**src/cmc_pkg.sv**
```systemverilog
`default_nettype none

package cmc_pkg;

    // Register bus geometry
    localparam int ADDR_W = 8;
    localparam int DATA_W = 8;

    // Register addresses
    localparam logic [7:0] CTRL_ADDR = 8'hF8;
    localparam logic [7:0] MODE_ADDR = 8'h9D;

    // Control register field positions
    localparam int CTRL_EN_BIT = 7;
    localparam int CTRL_OUT_BIT = 6;
    localparam int CTRL_RISE_BIT = 5;
    localparam int CTRL_FALL_BIT = 4;
    localparam int CTRL_HYP_LSB = 2;
    localparam int CTRL_HYN_LSB = 0;
    localparam int HYST_W = 2;

    // Mode register field positions
    localparam int MODE_SEL_LSB = 0;
    localparam int MODE_W = 2;

    // Reset values
    localparam logic [7:0] CTRL_RESET = 8'h00;
    localparam logic [7:0] MODE_RESET = 8'h02;
    localparam logic [7:0] READ_IDLE = 8'h00;

    // Synchroniser depth for the latched output
    localparam int SYNC_STAGES = 2;

    // Hysteresis encodings, same for both sides
    typedef enum logic [1:0] {
        CMC_HYST_OFF = 2'h0,
        CMC_HYST_5MV = 2'h1,
        CMC_HYST_10MV = 2'h2,
        CMC_HYST_20MV = 2'h3
    } cmc_hyst_e;

    // Response time modes, fastest to slowest
    typedef enum logic [1:0] {
        CMC_MODE_0 = 2'h0,
        CMC_MODE_1 = 2'h1,
        CMC_MODE_2 = 2'h2,
        CMC_MODE_3 = 2'h3
    } cmc_mode_e;

    // Settings that travel to the analog core together
    typedef struct packed {
        logic power;
        cmc_hyst_e hyst_positive_sel;
        cmc_hyst_e hyst_negative_sel;
        cmc_mode_e response_mode_sel;
    } cmc_core_ctrl_s;

endpackage : cmc_pkg

`default_nettype wire

```
**src/cmc_sync.sv**
```systemverilog
`default_nettype none

module cmc_sync #(
    parameter int STAGES = 2
) (
    input wire logic mclk_i,    // System clock
    input wire logic reset_i,   // Synchronous reset, active high
    input wire logic async_i,   // Level from another timing domain
    output logic sync_o         // Level retimed to mclk_i
);
    logic [STAGES-1:0] stage;
    logic [STAGES-1:0] next_stage;

    // The first stage may go metastable, so only the next stage reads it
    always_comb begin
        next_stage = {stage[STAGES-2:0], async_i};
    end

    always_ff @(posedge mclk_i) begin
        if (reset_i) begin
            stage <= '0;
        end else begin
            stage <= next_stage;
        end
    end

    assign sync_o = stage[STAGES-1];

endmodule : cmc_sync

`default_nettype wire

```
**src/cmc_comparator_ctrl.sv**
```systemverilog
// Operation
// - Offer a clock-registered output and a raw unclocked output for port routing.
// - Raw output keeps working while the system clock is stopped.
// - When disabled, routed outputs read low and comparator power is off.
// - Enable bit 1 turns comparator on, 0 turns it off.
// - Output state bit is readable anytime with no effect on flags.
// - High-to-low output transition sets the falling-edge flag.
// - Low-to-high output transition sets the rising-edge flag.
// - Edge flags stay set; only a software write of 0 or a reset clears them.
// - Edge flags drive rising and falling interrupt requests.
// - Low four control bits select negative and positive hysteresis.
// - Software response-time setting is passed to the analog core.
// - Comparator output is offered to the reset logic as a source.
// - Control: enable bit 7, state bit 6, rise bit 5, fall bit 4.
// - Hysteresis codes 00 off, 01 5mV, 10 10mV, 11 20mV.
// - Two-bit response mode field, mode 0 to 3, resets to 10.
`default_nettype none

module cmc_comparator_ctrl
    import cmc_pkg::*;
(
    input wire logic mclk_i,                          // System clock, 25 MHz
    input wire logic reset_i,                         // Synchronous reset, active high
    input wire logic [cmc_pkg::ADDR_W-1:0] addr_i,    // Register address
    input wire logic [cmc_pkg::DATA_W-1:0] wdata_i,   // Write data
    input wire logic wr_i,                            // Write strobe
    input wire logic rd_i,                            // Read strobe
    output logic [cmc_pkg::DATA_W-1:0] rdata_o,       // Read data, cycle after strobe
    input wire logic cmp_raw_i,                       // Comparator decision from core
    output cmc_pkg::cmc_core_ctrl_s core_ctrl_o,      // Power, hysteresis and mode to core
    output logic raw_cmp_output_o,                    // Unclocked output for port routing
    output logic latched_cmp_output_o,                // Clock-registered output for port
    output logic reset_src_o,                         // Comparator level for reset logic
    output logic rise_irq_o,                          // Rising-edge interrupt request
    output logic fall_irq_o                           // Falling-edge interrupt request
);
    import cmc_pkg::*;

    // Register state
    logic cmp_enable_bit;
    logic next_cmp_enable_bit;
    logic cmp_rise_flag;
    logic next_cmp_rise_flag;
    logic cmp_fall_flag;
    logic next_cmp_fall_flag;
    cmc_hyst_e hyst_positive_sel;
    cmc_hyst_e next_hyst_positive_sel;
    cmc_hyst_e hyst_negative_sel;
    cmc_hyst_e next_hyst_negative_sel;
    cmc_mode_e response_mode_sel;
    cmc_mode_e next_response_mode_sel;

    // Output path state
    logic cmp_sync;
    logic latched_cmp_output;
    logic next_latched_cmp_output;
    logic enable_seen;
    logic next_enable_seen;
    logic edge_rise;
    logic edge_fall;

    // Read path state
    logic [DATA_W-1:0] read_data;
    logic [DATA_W-1:0] next_read_data;

    // Decoded strobes
    logic ctrl_wr;
    logic mode_wr;

    function automatic logic [DATA_W-1:0] ctrl_image(
        input logic en,
        input logic state,
        input logic rise,
        input logic fall,
        input cmc_hyst_e hyp,
        input cmc_hyst_e hyn
    );
        logic [DATA_W-1:0] img;
        img = '0;
        img[CTRL_EN_BIT] = en;
        img[CTRL_OUT_BIT] = state;
        img[CTRL_RISE_BIT] = rise;
        img[CTRL_FALL_BIT] = fall;
        img[CTRL_HYP_LSB +: HYST_W] = hyp;
        img[CTRL_HYN_LSB +: HYST_W] = hyn;
        return img;
    endfunction

    function automatic logic [DATA_W-1:0] mode_image(input cmc_mode_e md);
        logic [DATA_W-1:0] img;
        img = '0;
        img[MODE_SEL_LSB +: MODE_W] = md;
        return img;
    endfunction

    // Address decode
    always_comb begin
        ctrl_wr = wr_i && (addr_i == CTRL_ADDR);
        mode_wr = wr_i && (addr_i == MODE_ADDR);
    end

    // Latched output path
    cmc_sync #(
        .STAGES(SYNC_STAGES)
    ) u_sync (
        .mclk_i(mclk_i),
        .reset_i(reset_i),
        .async_i(cmp_raw_i),
        .sync_o(cmp_sync)
    );

    always_comb begin
        // Held low while disabled so a routed pin never floats high
        next_latched_cmp_output = cmp_sync & cmp_enable_bit;
        // Edge detection only trusts cycles where the comparator was
        // already on, so the enable or disable step is not flagged
        next_enable_seen = cmp_enable_bit;
        edge_rise = enable_seen && cmp_enable_bit
            && next_latched_cmp_output && !latched_cmp_output;
        edge_fall = enable_seen && cmp_enable_bit
            && !next_latched_cmp_output && latched_cmp_output;
    end

    always_ff @(posedge mclk_i) begin
        if (reset_i) begin
            latched_cmp_output <= 1'b0;
            enable_seen <= 1'b0;
        end else begin
            latched_cmp_output <= next_latched_cmp_output;
            enable_seen <= next_enable_seen;
        end
    end

    // Control register
    always_comb begin
        next_cmp_enable_bit = cmp_enable_bit;
        next_hyst_positive_sel = hyst_positive_sel;
        next_hyst_negative_sel = hyst_negative_sel;
        next_cmp_rise_flag = cmp_rise_flag;
        next_cmp_fall_flag = cmp_fall_flag;
        if (ctrl_wr) begin
            next_cmp_enable_bit = wdata_i[CTRL_EN_BIT];
            next_hyst_positive_sel = cmc_hyst_e'(wdata_i[CTRL_HYP_LSB +: HYST_W]);
            next_hyst_negative_sel = cmc_hyst_e'(wdata_i[CTRL_HYN_LSB +: HYST_W]);
            next_cmp_rise_flag = wdata_i[CTRL_RISE_BIT];
            next_cmp_fall_flag = wdata_i[CTRL_FALL_BIT];
        end
        // An edge in the same cycle as a clearing write still counts
        if (edge_rise) begin
            next_cmp_rise_flag = 1'b1;
        end
        if (edge_fall) begin
            next_cmp_fall_flag = 1'b1;
        end
    end

    always_ff @(posedge mclk_i) begin
        if (reset_i) begin
            cmp_enable_bit <= CTRL_RESET[CTRL_EN_BIT];
            cmp_rise_flag <= CTRL_RESET[CTRL_RISE_BIT];
            cmp_fall_flag <= CTRL_RESET[CTRL_FALL_BIT];
            hyst_positive_sel <= cmc_hyst_e'(CTRL_RESET[CTRL_HYP_LSB +: HYST_W]);
            hyst_negative_sel <= cmc_hyst_e'(CTRL_RESET[CTRL_HYN_LSB +: HYST_W]);
        end else begin
            cmp_enable_bit <= next_cmp_enable_bit;
            cmp_rise_flag <= next_cmp_rise_flag;
            cmp_fall_flag <= next_cmp_fall_flag;
            hyst_positive_sel <= next_hyst_positive_sel;
            hyst_negative_sel <= next_hyst_negative_sel;
        end
    end

    // Mode register
    always_comb begin
        next_response_mode_sel = response_mode_sel;
        if (mode_wr) begin
            next_response_mode_sel = cmc_mode_e'(wdata_i[MODE_SEL_LSB +: MODE_W]);
        end
    end

    always_ff @(posedge mclk_i) begin
        if (reset_i) begin
            response_mode_sel <= cmc_mode_e'(MODE_RESET[MODE_SEL_LSB +: MODE_W]);
        end else begin
            response_mode_sel <= next_response_mode_sel;
        end
    end

    // Read path: reads have no side effects on any flag
    always_comb begin
        next_read_data = READ_IDLE;
        if (rd_i) begin
            case (addr_i)
                CTRL_ADDR: begin
                    next_read_data = ctrl_image(cmp_enable_bit, latched_cmp_output,
                        cmp_rise_flag, cmp_fall_flag,
                        hyst_positive_sel, hyst_negative_sel);
                end
                MODE_ADDR: begin
                    next_read_data = mode_image(response_mode_sel);
                end
                default: begin
                    next_read_data = READ_IDLE;
                end
            endcase
        end
    end

    always_ff @(posedge mclk_i) begin
        if (reset_i) begin
            read_data <= READ_IDLE;
        end else begin
            read_data <= next_read_data;
        end
    end

    assign rdata_o = read_data;

    // Core settings and outputs
    always_comb begin
        core_ctrl_o.power = cmp_enable_bit;
        core_ctrl_o.hyst_positive_sel = hyst_positive_sel;
        core_ctrl_o.hyst_negative_sel = hyst_negative_sel;
        core_ctrl_o.response_mode_sel = response_mode_sel;
    end

    // Pure gate with no flop in the way, so it keeps following the core
    // while the clock is stopped; glitches on the core pass through too
    assign raw_cmp_output_o = cmp_raw_i & cmp_enable_bit;
    assign latched_cmp_output_o = latched_cmp_output;
    // Raw level is used so a reset can still be raised without a clock
    assign reset_src_o = cmp_raw_i & cmp_enable_bit;
    assign rise_irq_o = cmp_rise_flag;
    assign fall_irq_o = cmp_fall_flag;

endmodule : cmc_comparator_ctrl

`default_nettype wire

```
**config.mk**
```make
export PLATFORM = sky130hd
export DESIGN_NAME = cmc_comparator_ctrl
export DESIGN_NICKNAME = d
export VERILOG_FILES = /design/src/cmc_pkg.sv /design/src/cmc_sync.sv /design/src/cmc_comparator_ctrl.sv
export SDC_FILE = /design/constraint.sdc
export NUM_CORES = 1
export LEC_CHECK = 0
export ABC_AREA = 1
export BUFFER_PORTS_ARGS = -buffer_cell sky130_fd_sc_hd__buf_4
export CORE_MARGIN = 4
export CORE_UTILIZATION = 50
export CTS_BUF_LIST = sky130_fd_sc_hd__clkbuf_8
export DETAILED_ROUTE_END_ITERATION = 6
export PLACE_DENSITY = 0.95
export SLEW_MARGIN = 20
export SYNTH_ARGS = -nofsm -noshare
export SYNTH_HDL_FRONTEND = slang
export SYNTH_HIERARCHICAL = 1
export SYNTH_SLANG_ARGS = --single-unit
```
**constraint.sdc**
```tcl
create_clock -name mclk_i -period 1.4 [get_ports mclk_i]
set_clock_uncertainty 0.1 [all_clocks]
set_input_delay 0.07 -clock mclk_i [delete_from_list [all_inputs] [get_ports mclk_i]]
set_output_delay 0.07 -clock mclk_i [all_outputs]
set_load 0.03 [all_outputs]
```
==> results_dict.tcl <==
set metrics [dict create \
    status "finished, final reports clean" \
    relSlewSlack_pct 78.3 \
    overflow 0 \
    fin_ws_ns 0.00856 \
    power.density_mw_per_mm2 844 \
    final_cell_area_sq_mm 0.00132 \
    synthCells 107 \
    routed_wl_um 2920 \
    diodes 0 \
    clock_latency_ns 0.27 \
    crit_required_ns 1.52 \
    cts_tree "yes" \
    clk_path_buf_depth 2 \
    coreArea_sq_mm 0.00156 \
    synth_cell_types 16 \
    ys_ff_latch 21 \
    clk_pin_slew_worst_paths_ns 0.08 \
    post-route-util_pct 84.9 \
    fin_setup_tns_ns 0 \
    fin_crit_ns 1.39 \
    first_iter_violations 35 \
    dr.pass1.iters 4 \
    initial_utilization_pct 54.8 \
    placedInstanceArea_sq_mm 0.00113 \
    synth_most_common_cell "nand2_1" \
    top_layer "met4" \
    multiInputGateArea_sq_um 362 \
    crit_path_end_kind "flop" \
    nFillCells 83 \
    wl_met2_um 1510 \
    h-tree-depth 1 \
    synth_top_area_share_pct 49.2 \
    drv_cap 0 \
    regArea_sq_um 420 \
    fmax_mhz 719 \
    syn_nets 128 \
    fp.dieW_um 49.3 \
    synth_ff_type "dfxtp_1" \
    dp_hpwl_um 1770 \
    drive_above_1_share_pct 38.4 \
    worst_pin_slew_ns 0.324 \
    grt_util_all_layers_pct 23.2 \
    crit_path_cell_trace "buf_4, inv_1, nand2_2, nor2_4, nand2_4, clkinv_4, nand3_2, a21oi_2, dlygate4sd3_1" \
    dieArea_sq_mm 0.00243 \
    r2r_start "hyst_negative_sel[0]$_SDFFE_PP0P_" \
    finalPower_uw 1120 \
    slowest_stage "dlygate4sd3_1" \
    wire_per_inst_um 16.7 \
    syn-cell-area_sq_um 855 \
    drcViolationCount 0 \
    ant_nets 0 \
    grt_pass1_wl_um 4260 \
    synth.top_cells.by_area "dfxtp_1 49%, nand2_1 11%, nand3_1 7.6%, inv_1 6.6%, a21oi_1 4.1%" \
    hold_start "addr_i[5]" \
    pre_cts_ws_ns 0.253 \
    yosysWarningCount 6 \
    leakage_uw 0.000641 \
    critPathMaxFanout 8 \
    slew_viol_final 0 \
    drt-vias-per-instance 5.43 \
    wl_met3_um 183 \
    hold_class "input pin to flop" \
    yosys.area.top_type "dfxtp_1" \
    rows 14 \
    setup_viol 0 \
    startpoint "addr_i[0]" \
    port_buffers 39 \
    cts-buffers-inserted 3 \
    grt_pass1_vias 884 \
    gp_congestion 0.816 \
    synth_edf_count 0 \
    fp.dieH_um 49.3 \
    slowest_delay_ns 0.55 \
    peakVddDrop_uv 829 \
    clockRootBuffer "clkbuf_8" \
    critPathKind "input pin to flop" \
    antenna_found_initial 0 \
    cp-start-kind "input pin" \
    synth-seq-area-share_pct 49.2 \
    area_delta_synth_final_pct 54.9 \
    io_pins 41 \
    fin_nets 181 \
    vias 951 \
    clock-sinks 21 \
    syn_area_per_cell_sq_um 7.99 \
    period_share_pct 99.4 \
    arrival_ns 1.51 \
    met1_length_um 1090 \
    async_reset_ff_share_pct 0 \
    hold_viol 0 \
    netlist_top_cells_count "25 x nand2_1, 21 x dfxtp_1, 15 x inv_1" \
    grt_max_degree 13 \
]
==> logic make-up after synthesis <==
family / synth area share [%]
AND/OR/NAND/NOR: 35.1
flip-flops: 49.2
AO/OA/AOI/OAI: 4.10
buffers and inverters: 11.6
==> power breakdown <==
group	switching, uW	internal [uW]
Sequential	1.44	600
Combinational	55.1	56.8
Clock	205	199
==> placed cells by master, fill, tap and decap left out, drive strengths merged <==
cell and instances:
nor2 9, nor3b 3, clkinv 2, dlygate4sd3 8, a21oi 7, nor3 4, nand2 26, nand4 3
buf 44, dfxtp 21, clkbuf 3, nand3 14, inv 15
==> repair_timing <==
action / 4_1_cts / 5_1_grt
hold endpoints to repair: 10 / 0
setup endpoints to repair: 0 / 6
gates resized for setup: 0 / 7
buffers inserted: 0 / 5
hold buffers: 8 / 0
==> layout make-up <==
cell class / count / share of cell area (%)
flip-flops and latches: 21 / 31.8
repair buffers: 52 / 31.0
multi-input cells: 66 / 27.3
inverters: 16 / 4.91
clock buffers: 3 / 3.12
well taps: 16 / 1.51
clock inverters: 1 / 0.378
==> per-stage QoR <==
stage	cells	hold slack, ns
2_1_floorplan	107	0.0412
3_3_place_gp	158	0.191
3_5_place_dp	158	0.216
4_1_cts	170	0.0149
5_1_grt	175	0.0181
6_report	175	0.0173
==> metal layers <==
| layer | global-route usage (%) | vias to the layer above |
|---|---|---|
| li1 | - | 440 |
| met1 | 26.0 | 435 |
| met2 | 40.0 | 61 |
| met3 | 4.28 | 15 |
| met4 | 14.7 | 0 |
| met5 | 0 | - |
==> worst max-delay path, delay by kind of cell <==
kind,cells,cell delay (ns)
buf+inv,4,0.84
compound gates,1,0.14
simple gates,4,0.44
==> path summary, 6_finish.rpt <==
| path | end | slack [ns] | cells past startpoint |
|---|---|---|---|
| setup / recovery | hyst_negative_sel[0]$_SDFFE_PP0P_ | 0.009 | 9 |
| hold / removal | rdata_o[0]$_SDFF_PP0_ | 0.02 | 4 |
| setup reg to reg | hyst_negative_sel[0]$_SDFFE_PP0P_ | 0.10 | 3 |
| hold reg to reg | u_sync/stage[1]$_SDFF_PP0_ | 0.32 | 2 |
==> state kept, by name, indices dropped and copies added (netlist names), 2 cells and up <==
register,flops
u_sync/stage,2
hyst_positive_sel,2
hyst_negative_sel,2
rdata_o,8
response_mode_sel,2
Note: power is estimated with default switching activity, not from simulation.
